$ cat config.mk
export PLATFORM = sky130hd
export DESIGN_NAME = supply_undervoltage_monitor_ctrl
export DESIGN_NICKNAME = d
export VERILOG_FILES = /design/src/logic/level_sync.v /design/src/logic/event_irq.v /design/src/logic/supply_undervoltage_monitor_ctrl.v
export VERILOG_INCLUDE_DIRS = /design/src /design/src/logic
export SDC_FILE = /design/constraint.sdc
export NUM_CORES = 1
export LEC_CHECK = 0
export BUFFER_PORTS_ARGS = -buffer_cell sky130_fd_sc_hd__buf_2
export CORE_ASPECT_RATIO = 1.75
export CORE_MARGIN = 5
export CORE_UTILIZATION = 35
export CTS_CLUSTER_DIAMETER = 50
export DETAILED_ROUTE_END_ITERATION = 10
export SYNTH_ARGS = -nofsm -noshare
export SYNTH_HDL_FRONTEND = slang
export SYNTH_SLANG_ARGS = --single-unit
$ cat constraint.sdc
create_clock -name clk_i -period 2.6 [get_ports clk_i]
set_clock_uncertainty 0.2 [all_clocks]
set_input_delay 0.39 -clock clk_i [delete_from_list [all_inputs] [get_ports clk_i]]
set_output_delay 0.39 -clock clk_i [all_outputs]
set_load 0.03 [all_outputs]
$ cat src/logic/supply_monitor_regs.vh
// register map, field positions and reset values of the supply monitor control
`ifndef SUPPLY_MONITOR_REGS_VH
`define SUPPLY_MONITOR_REGS_VH

// register offsets (byte addresses on the plain register port)
`define SM_ADDR_STATUS 8'h00
`define SM_ADDR_CONFIG 8'h01
`define SM_ADDR_EVENT 8'h02
`define SM_ADDR_MASK 8'h03

// status register fields
`define SM_STATUS_FLAG_BIT 0

// configuration register fields
`define SM_CFG_STOP_EN_BIT 0
`define SM_CFG_PWR_DIS_BIT 1
`define SM_CFG_TRIP_BIT 2
`define SM_CFG_RST_DIS_BIT 3

// configuration reset values: monitor on, resets on, low range, off in stop
`define SM_CFG_STOP_EN_RST 1'b0
`define SM_CFG_PWR_DIS_RST 1'b0
`define SM_CFG_TRIP_RST 1'b0
`define SM_CFG_RST_DIS_RST 1'b0

// event register fields
`define SM_EVT_WIDTH 3
`define SM_EVT_LOW_BIT 0
`define SM_EVT_RECOVER_BIT 1
`define SM_EVT_RESET_BIT 2
`define SM_EVT_RST 3'h0
`define SM_MASK_RST 3'h0

// synchroniser depth in flip-flops
`define SM_SYNC_STAGES 2

// edges a comparator result needs after an enable or range change:
// output register plus both synchroniser stages
`define SM_SETTLE_STAGES 3

`endif

$ cat src/logic/level_sync.v
// two-flip-flop synchroniser for a group of level signals
`timescale 1ns/1ps
`default_nettype none

`include "supply_monitor_regs.vh"

module level_sync #(
    parameter WIDTH = 2
) (
    // clock and reset
    input wire clk_i,
    input wire rst_i,
    // asynchronous levels in, synchronised levels out
    input wire [WIDTH-1:0] async_i,
    output wire [WIDTH-1:0] sync_o
);

    genvar g;

    // one independent two-stage chain per bit; the first stage feeds only the second
    generate
        for (g = 0; g < WIDTH; g = g + 1) begin : chain
            reg meta; // first stage, may go metastable
            reg stable; // second stage, safe to use
            always @(posedge clk_i or posedge rst_i) begin
                if (rst_i) begin
                    meta <= 1'b0;
                    stable <= 1'b0;
                end else begin
                    meta <= async_i[g];
                    stable <= meta;
                end
            end
            assign sync_o[g] = stable;
        end
    endgenerate

endmodule

`default_nettype wire

$ cat src/logic/event_irq.v
// sticky event bits with write-one-to-clear, a mask and one level interrupt
`timescale 1ns/1ps
`default_nettype none

`include "supply_monitor_regs.vh"

module event_irq (
    // clock and reset
    input wire clk_i,
    input wire rst_i,
    // hardware event pulses
    input wire [`SM_EVT_WIDTH-1:0] set_i,
    // software access
    input wire clear_wr_i,
    input wire mask_wr_i,
    input wire [`SM_EVT_WIDTH-1:0] wdata_i,
    // state and interrupt
    output wire [`SM_EVT_WIDTH-1:0] status_o,
    output wire [`SM_EVT_WIDTH-1:0] mask_o,
    output reg irq_o
);

    reg [`SM_EVT_WIDTH-1:0] pending; // sticky event bits
    reg [`SM_EVT_WIDTH-1:0] mask; // one enables the bit onto irq_o
    reg [`SM_EVT_WIDTH-1:0] next_pending; // pending after this cycle

    genvar g;

    // per bit: a new event beats a clear in the same cycle, so nothing is lost
    generate
        for (g = 0; g < `SM_EVT_WIDTH; g = g + 1) begin : bitwise
            always @* begin
                next_pending[g] = pending[g];
                if (clear_wr_i && wdata_i[g]) begin
                    next_pending[g] = 1'b0;
                end
                if (set_i[g]) begin
                    next_pending[g] = 1'b1;
                end
            end
        end
    endgenerate

    // state registers; irq follows next state so it lines up with the bits
    always @(posedge clk_i or posedge rst_i) begin
        if (rst_i) begin
            pending <= `SM_EVT_RST;
            mask <= `SM_MASK_RST;
            irq_o <= 1'b0;
        end else begin
            pending <= next_pending;
            if (mask_wr_i) begin
                mask <= wdata_i;
            end
            irq_o <= |(next_pending & (mask_wr_i ? wdata_i : mask));
        end
    end

    assign status_o = pending;
    assign mask_o = mask;

endmodule

`default_nettype wire

$ cat src/logic/supply_undervoltage_monitor_ctrl.v
// control logic of the supply undervoltage monitor: status flag, reset request, config
//
// Implementation choices: the plain strobed port and the register offsets.
`timescale 1ns/1ps
`default_nettype none

`include "supply_monitor_regs.vh"

module supply_undervoltage_monitor_ctrl (
    // clock and reset
    input wire clk_i,
    input wire rst_i,
    // register port
    input wire [7:0] addr_i,
    input wire [7:0] wdata_i,
    input wire wr_i,
    input wire rd_i,
    output reg [7:0] rdata_o,
    // analog comparator side
    input wire below_falling_i,
    input wire above_rising_i,
    output reg comparator_enable_o,
    output reg trip_range_select_o,
    // system side
    input wire stop_mode_i,
    output reg undervoltage_reset_o,
    output reg low_supply_flag_o,
    // event interrupt
    output reg irq_o
);

    // configuration bits
    reg monitor_in_stop_enable; // keep running in stop mode
    reg monitor_power_disable; // switch the monitor off entirely
    reg trip_range_select; // high supply range when set
    reg monitor_reset_disable; // never raise a reset when set
    reg trip_written; // trip range has taken its one write

    // monitor state
    reg low_supply_flag; // hysteretic low supply status
    reg reset_request; // undervoltage reset held towards the system
    reg range_check; // high range check waiting for the comparator to settle
    reg [`SM_SETTLE_STAGES-1:0] comp_ready; // edges the comparator has been on in one range

    // synchronised comparator levels
    wire [1:0] comp_sync;
    wire below_falling; // supply under the falling threshold
    wire above_rising; // supply over the rising threshold

    // decoded accesses
    wire wr_config;
    wire wr_event;
    wire wr_mask;
    wire monitor_active;
    wire reset_enable;
    wire comp_valid; // comparator powered and settled in its current range
    wire trip_load; // first config write that switches to the high range
    wire next_flag;
    wire next_reset;

    // event interface
    wire [`SM_EVT_WIDTH-1:0] events;
    wire [`SM_EVT_WIDTH-1:0] event_status;
    wire [`SM_EVT_WIDTH-1:0] event_mask;
    wire event_irq_level;
    reg [7:0] next_rdata;

    // comparator outputs come from the analog domain, so retime them first
    level_sync #(
        .WIDTH(2)
    ) u_comp_sync (
        .clk_i(clk_i),
        .rst_i(rst_i),
        .async_i({above_rising_i, below_falling_i}),
        .sync_o(comp_sync)
    );

    assign below_falling = comp_sync[0];
    assign above_rising = comp_sync[1];

    // address decode for writes; the status register has no write path
    assign wr_config = wr_i && (addr_i == `SM_ADDR_CONFIG);
    assign wr_event = wr_i && (addr_i == `SM_ADDR_EVENT);
    assign wr_mask = wr_i && (addr_i == `SM_ADDR_MASK);

    // monitor runs unless powered off; in stop mode only with stop enable.
    // wait mode needs no term: the monitor simply keeps running there
    assign monitor_active = !monitor_power_disable &&
        (!stop_mode_i || monitor_in_stop_enable);

    // reset generation needs an active monitor and no reset disable
    assign reset_enable = monitor_active && !monitor_reset_disable;

    // an unpowered or just re-ranged comparator gives no trustworthy level; its
    // outputs count only once enable and range have stood through the output
    // register and both synchroniser stages, else a power-up would fake a drop
    assign trip_load = wr_config && !trip_written && wdata_i[`SM_CFG_TRIP_BIT];
    assign comp_valid = &comp_ready;

    // flag: set below falling, cleared above rising, held in between
    assign next_flag = !(monitor_active && comp_valid) ? low_supply_flag :
        below_falling ? 1'b1 :
        above_rising ? 1'b0 :
        low_supply_flag;

    // reset: raised on a drop or a failed high-range check, held until recovery
    assign next_reset = (reset_request && !(comp_valid && above_rising)) ||
        (reset_enable && comp_valid && below_falling) ||
        (reset_enable && comp_valid && range_check && !above_rising);

    // configuration register; trip range takes one write after reset
    always @(posedge clk_i or posedge rst_i) begin
        if (rst_i) begin
            monitor_in_stop_enable <= `SM_CFG_STOP_EN_RST;
            monitor_power_disable <= `SM_CFG_PWR_DIS_RST;
            trip_range_select <= `SM_CFG_TRIP_RST;
            monitor_reset_disable <= `SM_CFG_RST_DIS_RST;
            trip_written <= 1'b0;
            range_check <= 1'b0;
        end else begin
            // the range check runs once, on the first settled cycle after the switch
            if (comp_valid) begin
                range_check <= 1'b0;
            end
            if (wr_config) begin
                monitor_in_stop_enable <= wdata_i[`SM_CFG_STOP_EN_BIT];
                monitor_power_disable <= wdata_i[`SM_CFG_PWR_DIS_BIT];
                monitor_reset_disable <= wdata_i[`SM_CFG_RST_DIS_BIT];
                if (!trip_written) begin
                    // first write fixes the range; later ones leave it alone
                    trip_range_select <= wdata_i[`SM_CFG_TRIP_BIT];
                    trip_written <= 1'b1;
                    range_check <= wdata_i[`SM_CFG_TRIP_BIT];
                end
            end
        end
    end

    // settle history; a range switch restarts it just like a power-up
    always @(posedge clk_i or posedge rst_i) begin
        if (rst_i) begin
            comp_ready <= {`SM_SETTLE_STAGES{1'b0}};
        end else begin
            comp_ready <= {comp_ready[`SM_SETTLE_STAGES-2:0], monitor_active && !trip_load};
        end
    end

    // monitor state: status flag and held reset request
    always @(posedge clk_i or posedge rst_i) begin
        if (rst_i) begin
            low_supply_flag <= 1'b0;
            reset_request <= 1'b0;
        end else begin
            low_supply_flag <= next_flag;
            reset_request <= next_reset;
        end
    end

    // events: flag rise, flag fall, reset raised; one-cycle pulses
    assign events[`SM_EVT_LOW_BIT] = next_flag && !low_supply_flag;
    assign events[`SM_EVT_RECOVER_BIT] = !next_flag && low_supply_flag;
    assign events[`SM_EVT_RESET_BIT] = next_reset && !reset_request;

    // sticky event bits, mask and interrupt; mask resets to zero so the
    // monitor proper stays silent unless software opts in
    event_irq u_event_irq (
        .clk_i(clk_i),
        .rst_i(rst_i),
        .set_i(events),
        .clear_wr_i(wr_event),
        .mask_wr_i(wr_mask),
        .wdata_i(wdata_i[`SM_EVT_WIDTH-1:0]),
        .status_o(event_status),
        .mask_o(event_mask),
        .irq_o(event_irq_level)
    );

    // read mux; unmapped addresses and reserved bits read zero
    always @* begin
        next_rdata = 8'h00;
        case (addr_i)
            `SM_ADDR_STATUS: begin
                next_rdata[`SM_STATUS_FLAG_BIT] = low_supply_flag;
            end
            `SM_ADDR_CONFIG: begin
                next_rdata[`SM_CFG_STOP_EN_BIT] = monitor_in_stop_enable;
                next_rdata[`SM_CFG_PWR_DIS_BIT] = monitor_power_disable;
                next_rdata[`SM_CFG_TRIP_BIT] = trip_range_select;
                next_rdata[`SM_CFG_RST_DIS_BIT] = monitor_reset_disable;
            end
            `SM_ADDR_EVENT: begin
                next_rdata[`SM_EVT_WIDTH-1:0] = event_status;
            end
            `SM_ADDR_MASK: begin
                next_rdata[`SM_EVT_WIDTH-1:0] = event_mask;
            end
            default: begin
                next_rdata = 8'h00;
            end
        endcase
    end

    // registered outputs; read data stands only in the cycle after the strobe
    always @(posedge clk_i or posedge rst_i) begin
        if (rst_i) begin
            rdata_o <= 8'h00;
            comparator_enable_o <= 1'b1;
            trip_range_select_o <= 1'b0;
            undervoltage_reset_o <= 1'b0;
            low_supply_flag_o <= 1'b0;
            irq_o <= 1'b0;
        end else begin
            rdata_o <= rd_i ? next_rdata : 8'h00;
            comparator_enable_o <= monitor_active;
            trip_range_select_o <= trip_range_select;
            undervoltage_reset_o <= reset_request;
            low_supply_flag_o <= low_supply_flag;
            // block-level event line only; no supply interrupt request exists
            irq_o <= event_irq_level;
        end
    end

endmodule

`default_nettype wire

---- After elaboration in Yosys (flattened, before gate mapping) ----
Index checks and enable logic that the tools add are counted.
word-level totals
  output and inout port bits .............. 13
  bits in registers ....................... 31
  bits of input ports ..................... 23
cells by class
  equality and inequality tests ........... 3
  bitwise operators ....................... 2
  reductions and logical operators ........ 38
  mux-type cells .......................... 17
operator list
  operator              number
  $logic_and A1 B1 Y1   21
  $eq A8 B2 Y1 const B  2
  $mux W1               13
  $logic_not A1 Y1      10
  $eq A8 B1 Y1 const B  1
  $logic_not A8 Y1      1
  $pmux W2 S3           1
  $mux W4               1
  $pmux W1 S4           1
  $and A3 B3 Y3         1
  $logic_or A1 B1 Y1    3
  $mux W3               1
  $reduce_and A3 Y1     1
  $reduce_or A3 Y1      1
  $reduce_and A2 Y1     1
  $not A1 Y1            1

---- Logic depth before layout (Yosys ltp) ----
Gate-level depths: netlist (run 1).
  depth in word-level cells ............... 12
  depth in mapped cells ................... 4
  mapped depth without buffers ............ 4

---- By module ----
Synthesis (run 1) repeated with hierarchy kept, for this count alone.
second synthesis, totals
  cell total of the unflattened synthesis .. 98
  area total of the unflattened synthesis .. 1287.5 sq um
by module, submodules not included
  module                            instances  area each (sq um)  seq. area each (sq um)  cells an instance
  supply_undervoltage_monitor_ctrl  1          894.6              501.7                   72
  event_irq                         1          274.0              175.2                   19
  level_sync                        1          118.9              100.1                   7

---- Least setup slack after synthesis (run 1) ----
Ideal clock, no wire load.
  path kind ............................... in2reg
  start ................................... input port addr_i[7]
  end ..................................... register trip_range_select
  stages on the path ...................... 4
  library setup time ...................... 0.128 ns
  required time ........................... 2.272 ns
  setup slack ............................. 0.824 ns
  data arrival time ....................... 1.449 ns
  buffers on the path ..................... 0
  path through ............................ nor4_4 -> nand3_2 -> nor2_4 -> mux2_1
on the way
  word-level cells in the longest chain between the ends .. 3
RTL lines
  what                         RTL line                                RTL
  start, declared              supply_undervoltage_monitor_ctrl.v:14   input wire [7:0] addr_i,
  $eq A8 B1 Y1                 n/a
  $logic_and A1 B1 Y1          supply_undervoltage_monitor_ctrl.v:82   assign wr_config = wr_i && (addr_i == `SM_ADDR_CONFIG);
  $reduce_and A2 Y1 (no line)  n/a
  end signal, assigned         supply_undervoltage_monitor_ctrl.v:116  trip_range_select <= `SM_CFG_TRIP_RST;
  end signal, assigned         supply_undervoltage_monitor_ctrl.v:131  trip_range_select <= wdata_i[`SM_CFG_TRIP_BIT];
  end, declared                supply_undervoltage_monitor_ctrl.v:35   reg trip_range_select;
No other way between the ends.
A chain may end at the register's enable or synchronous reset.

---- Worst setup path in the final report (run 1) ----
Same ends and word-level chain as after synthesis.

==> flow_summary.ini, run 1 <==
[synth]
yosysTopAreaCell = dfrtp_1
ys_seq_elements = 31
synth_area_leaders = dfrtp_1, mux2_1, inv_1, nor2b_1, mux2i_1
syn_area_um2 = 1280
yosys_most_used_dff = dfrtp_1
syn-mean-instance-area_um2 = 12.5
yosysMostFrequentCell = dfrtp_1
synthTopCellsByCount = dfrtp_1, inv_1, nand2_1, nor2_1, nor2b_1
synthCells = 102
synth-async-reset-ratio = 1.00
synth_edf_count = 0
yosysTopAreaCellShare = 0.588
synthDistinctLibCells = 35
yosys_warnings = 0
yosysSeqAreaShare = 0.608

[worst_setup_path]
slowest_stage = nor4_4
regToRegEndpoint = u_event_irq.irq_o$_DFF_PP0_
max_stage_delay_ns = 0.46
crit_type = input pin to register
ff2ff_path_depth = 4
end_kind = register
cp_cell_sequence = buf_2 > nor4_4 > nand3_2 > nor2_4 > mux2_1
cp.arrival_ns = 1.71
rr_startpoint = comp_ready[1]$_DFF_PP0_
path_max_fanout = 8
r2r_slack_ns = 0.94
critPathTopFamily = simple AND/OR/NAND/NOR gates
crit_path_start_kind = input pin
required_ns = 2.56
crit_buf_inv = 1

[placement]
portBuffers = 27
globalplace.congestion = 0.778
dp_slack_ns = 0.538
dp_hpwl_um = 1880

[timing]
fin_setup_tns_ns = 0
worst_pin_slew_ns = 0.516
period_needed_ns = 1.75
hold_viol_final = 0
finalMaxSlewViolations = 0
setup_slack_ns = 0.851
fin_hold_ws_ns = 0.0177
period_share = 0.673
setup_viol = 0
slew_headroom = 0.654
rsz0062_at_grt = false
max_freq_mhz = 572

[die]
fp-row-count = 29
die_area_um2 = 5010
die_h_um = 89.9
die_w_um = 55.7
core_um2 = 3590
initial_core_util = 0.356
io_pins = 36

[global_routing]
grt-ovfl-total = 0
grt_pass1_vias = 901
grt_max_degree = 32
grt_usage = 0.110
grt_pass1_wl_um = 4200
antenna_found_initial = 0

[cts]
cts_tree = done
cts_buffers = 5
postCtsSetupRepairBufs = 0
clk_latency_ns = 0.28
clk_path_buf_depth = 2
cts_sinks = 31
cts_resized = 0
h-tree-depth = 2
clockRootBuffer = clkbuf_8
clkSlewWorstSetupHoldPaths_ns = 0.06

[final_layout]
fillers = 343
multi_input_area_um2 = 440
regArea_um2 = 777
drive_above_1_share = 0.321
layout.nets = 160
syn2layout_area_growth_pct = 21.8
antenna_cells = 0

[pwr]
vdd_drop_max_v = 0.000289
p_int_uw = 785
p_switching_uw = 262
pwr-share-clk = 0.344
power_frac_comb = 0.131
power_density_nw_per_um2 = 672
power_mw = 1.05
leakage_nw = 0.769
swShare = 0.250
seqPwrFrac = 0.524

[drt]
routed_wirelength_um = 2390
first_pass_iters = 4
drt_iter0_drc = 14
via_count = 856
via_per_inst = 4.68
ant_nets = 0
drc = 0
wire_per_inst_um = 13.1

[outcome]
outcome = completed

[worst_hold_path]
hold_path_class = input pin to register
hold-path-endpoint = u_comp_sync.chain[0].meta$_DFF_PP0_
hp-start = below_falling_i
min_path_cells = 1

[run]
cap_violations = 0
## worst max path at each step
stage | start | end | slack [ns] | depth (start not counted)
final | addr_i[7] | trip_range_select$_DFFE_PP0N_ | 0.85 | 5
after global routing | addr_i[7] | trip_range_select$_DFFE_PP0N_ | 0.75 | 5
after CTS | addr_i[7] | trip_range_select$_DFFE_PP0N_ | 0.84 | 5
after detailed placement | addr_i[7] | trip_range_select$_DFFE_PP0N_ | 0.54 | 5
after global placement | addr_i[7] | trip_range_select$_DFFE_PP0N_ | 0.54 | 5
after floorplan | addr_i[7] | trip_range_select$_DFFE_PP0N_ | 0.82 | 4
## final cells by class
class                   count  share of cell area
flip-flops and latches     31               0.499
multi-input cells          59               0.283
inverters                  11              0.0265
clock inverters             1             0.00322
repair buffers             29              0.0981
clock buffers               6              0.0531
well taps                  46              0.0370
## power groups by stage
stage          clock [mW]  sequential [mW]  combinational, mW
5_1_grt             0.400            0.553              0.153
6_report            0.361            0.549              0.137
3_3_place_gp            0            0.555              0.136
3_5_place_dp            0            0.558              0.138
4_1_cts             0.376            0.550              0.140
2_1_floorplan           0            0.572             0.0767
## stage by stage
step	utilization	area, µm²	cells
6_report	0.433	1560	183
5_1_grt	0.433	1560	183
4_1_cts	0.433	1560	183
3_5_place_dp	0.406	1460	175
3_3_place_gp	0.406	1460	175
2_1_floorplan	-	1290	105
## cell families (layout without fill, tap and decap cells)
kind of cell | count (synthesis) | count (layout) | synth area share
AOI/OAI and AO/OA | 12 | 12 | 0.0744
other | 1 | 4 | 0.00294
buffers and inverters | 15 | 47 | 0.0558
DFF | 31 | 31 | 0.608
muxes | 10 | 10 | 0.0940
and+or+nand+nor | 33 | 33 | 0.165
## per-layer routing
metal	vias to the layer above	share of wire	GRT usage
li1	410	-	-
met1	415	0.34	0.105
met2	24	0.58	0.196
met3	7	0.051	0.0444
met4	0	0.027	0.0609
met5	-	0	0
## worst reg2reg max path, delay by kind of cell, from the launching register on
family	cells	cell delay (ns)
compound gates	2	0.45
flops	1	0.35
simple gates	2	0.58
## what timing repair did
action,in CTS,in global routing
hold buffers,1,0
setup endpoints to repair,0,0
endpoints found under the hold margin,30,0
## cell usage in the layout, fill, tap and decap left out, drive strengths merged, types with 2 or more instances in the layout
cell type	instances
nor2	6
a22oi	2
buf	28
nand2b	3
or2	2
conb	4
nand4	2
inv	11
nor2b	5
nand2	5
nor4	2
mux2i	3
nand3	3
a32oi	2
clkbuf	6
mux2	6
dfrtp	30
## flip-flops by register name, indices dropped and copies added (netlist names), 2 cells and up
signal and count:
rdata_o 4, comp_ready 3, u_event_irq.mask_o 3, u_event_irq.status_o 3, u_comp_sync.chain.meta 2, u_comp_sync.chain.stable 2
No activity file was read; power rests on OpenSTA's default activity.
==> run 2: changes to the inputs <==
--- a/config.mk
+++ b/config.mk
@@ -6,6 +6,7 @@
 export SDC_FILE = /design/constraint.sdc
 export NUM_CORES = 1
 export LEC_CHECK = 0
+export ABC_AREA = 1
 export BUFFER_PORTS_ARGS = -buffer_cell sky130_fd_sc_hd__buf_2
 export CORE_ASPECT_RATIO = 1.75
 export CORE_MARGIN = 5
==> constraint.sdc (replaced) <==
create_clock -name clk_i -period 1.8 [get_ports clk_i]
set_clock_uncertainty 0.2 [all_clocks]
set_input_delay 0.27 -clock clk_i [delete_from_list [all_inputs] [get_ports clk_i]]
set_output_delay 0.27 -clock clk_i [all_outputs]
set_load 0.03 [all_outputs]
==> run 2 against run 1 <==
Net effect: sequential cell count unchanged; non-clock buffer count up 2; core utilization is 0.38 points higher; die area is 0.92% higher; area after synthesis increased by 1.1%; highest routed layer unchanged; sequential share of layout area is 0.44 points lower; via count rose by 14%; critical path depth rose by 3; final area increased by 0.88%; sequential power is 40% higher; total power rose by 37%.
==> flow_summary.ini, run 2 <==
[timing]
rsz0062_at_grt = false
max_freq_mhz = 670
period_share = 0.829
period_needed_ns = 1.49
setup_viol = 0
fin_setup_tns_ns = 0
finalMaxSlewViolations = 0
hold_viol_final = 0

[final_layout]
mostFrequentLayoutCell = nand2_1
stdcell_area_um2 = 1570
instances_no_fill = 217
largest-register = rdata_o
final_cell_mix = nand2_1, dfrtp_1, buf_2
drive_above_1_share = 0.298
layout.nets = 195
largest_reg_flops = 4
syn2layout_area_growth_pct = 21.6
antenna_cells = 0

[synth]
yosysTopAreaCell = dfrtp_1
synth_xor_area_frac = 0
yosys.area_share.adder = 0
syn_area_um2 = 1290
synthTopCellsByCount = nand2_1, dfrtp_1, nand3_1
yosysSeqAreaShare = 0.602
yosys_most_used_dff = dfrtp_1
muxShareOfSynthArea = 0
synth_edf_count = 0
synth_top_family_by_area = simple AND/OR/NAND/NOR gates
synth_area_leaders = dfrtp_1, nand2_1, nand3_1, inv_1, nor2_2
yosys_warnings = 0
synth-async-reset-ratio = 1.00
syn-mean-instance-area_um2 = 9.49
synthDistinctLibCells = 19
ys_seq_elements = 31
synth_compound_area_frac = 0.0436
synthCells = 136
yosysTopAreaCellShare = 0.581
synth-simple-area-share = 0.281
yosysMostFrequentCell = nand2_1

[die]
initial_core_util = 0.359
fp-row-count = 29
die_h_um = 90.4
die_area_um2 = 5050
die_w_um = 55.9
core_um2 = 3590
io_pins = 36

[worst_setup_path]
path_max_fanout = 6
end_kind = register
crit_type = register to register
cp.arrival_ns = 1.44
crit_path_start_kind = register
required_ns = 1.75

[drt]
routed_wirelength_um = 2550
wire_per_inst_um = 11.8
via_per_inst = 4.51
ant_nets = 0
first_pass_iters = 4
wl_met3_um = 198
highest_layer = met4
drt_iter0_drc = 22
wl_met2_um = 1350
via_count = 979
drc = 0
met1_length_um = 953

[run]
cap_violations = 0

[cts]
clk_latency_ns = 0.27
clkSlewWorstSetupHoldPaths_ns = 0.06
cts_sinks = 31
cts_buffers = 5
postCtsSetupRepairBufs = 0
cts_tree = done
clockRootBuffer = clkbuf_8
clk_path_buf_depth = 2
h-tree-depth = 2

[worst_hold_path]
hold_path_class = input pin to register

[placement]
placed_cell_area_um2 = 1470
portBuffers = 27
dp_hpwl_um = 1970
dp_cells = 208
globalplace.congestion = 0.770

[pwr]
power_mw = 1.43
leakage_nw = 0.819
power_density_nw_per_um2 = 910
vdd_drop_max_v = 0.000541

[global_routing]
grt_pass1_wl_um = 4580
grt_usage = 0.115
grt-ovfl-total = 0
grt_max_degree = 32
grt_pass1_vias = 1043
antenna_found_initial = 0

[outcome]
outcome = completed
-- run 2: power breakdown --
group / internal (mW) / switching (mW) / total, mW
Combinational: 0.0588 / 0.129 / 0.188
Clock: 0.257 / 0.219 / 0.475
Sequential: 0.744 / 0.0222 / 0.766
-- run 2: layout make-up --
| cell class | count | area, µm² |
|---|---|---|
| clock buffers | 6 | 72.6 |
| fillers | 372 | 2020 |
| inverters | 15 | 56.3 |
| multi-input cells | 88 | 434 |
| flip-flops and latches | 31 | 777 |
| well taps | 46 | 57.6 |
| repair buffers | 31 | 173 |
-- run 2: logic make-up (layout without fill, tap and decap cells) --
| kind of cell | count (synthesis) | after routing |
|---|---|---|
| simple gates | 74 | 74 |
| flops | 31 | 31 |
| buf+inv | 20 | 52 |
| compound gates | 10 | 10 |
| other cells | 1 | 4 |
-- run 2: path summary, 6_finish.rpt --
path                                                     start                               endpoint  slack, ns  depth (start not counted)
setup / recovery             monitor_power_disable$_DFFE_PP0N_            u_event_irq.irq_o$_DFF_PP0_       0.31                          8
hold / removal                                            rd_i                   rdata_o[2]$_DFF_PP0_       0.02                          3
min in group asynchronous                                rst_i         undervoltage_reset_o$_DFF_PP0_       0.41                          4
hold reg to reg            u_comp_sync.chain[1].meta$_DFF_PP0_  u_comp_sync.chain[1].stable$_DFF_PP0_       0.14                          0
max in group asynchronous                                rst_i          comparator_enable_o$_DFF_PP1_       0.66                          4
setup reg to reg             monitor_power_disable$_DFFE_PP0N_            u_event_irq.irq_o$_DFF_PP0_       0.31                          8
-- run 2: metrics by stage --
stage / utilization / setup WS [ns] / hold WS [ns]
floorplan: - / 0.499 / 0.101
global placement: 0.409 / 0.228 / 0.133
detailed placement: 0.409 / 0.181 / 0.137
CTS: 0.437 / 0.295 / 0.0205
global route: 0.437 / 0.185 / 0.0291
finish: 0.437 / 0.307 / 0.0197
-- run 2: metal layers --
| layer | GRT usage | vias up |
|---|---|---|
| li1 | - | 483 |
| met1 | 0.119 | 462 |
| met2 | 0.204 | 28 |
| met3 | 0.0443 | 6 |
| met4 | 0.0475 | 0 |
| met5 | 0 | - |
-- run 2: critical path: stages (launching register included) --
cell,delay (ns)
dfrtp_1,0.40
inv_1,0.06
nand2_1,0.09
nor2_2,0.20
nand2_1,0.09
nand3_1,0.11
nand2_1,0.08
nand2_1,0.07
nand3_1,0.07
-- run 2: timing repair --
action | CTS | global route
hold buffers | 3 | 0
endpoints found under the hold margin | 32 | 0
setup endpoints to repair | 0 | 0
resized for setup | 0 | 0
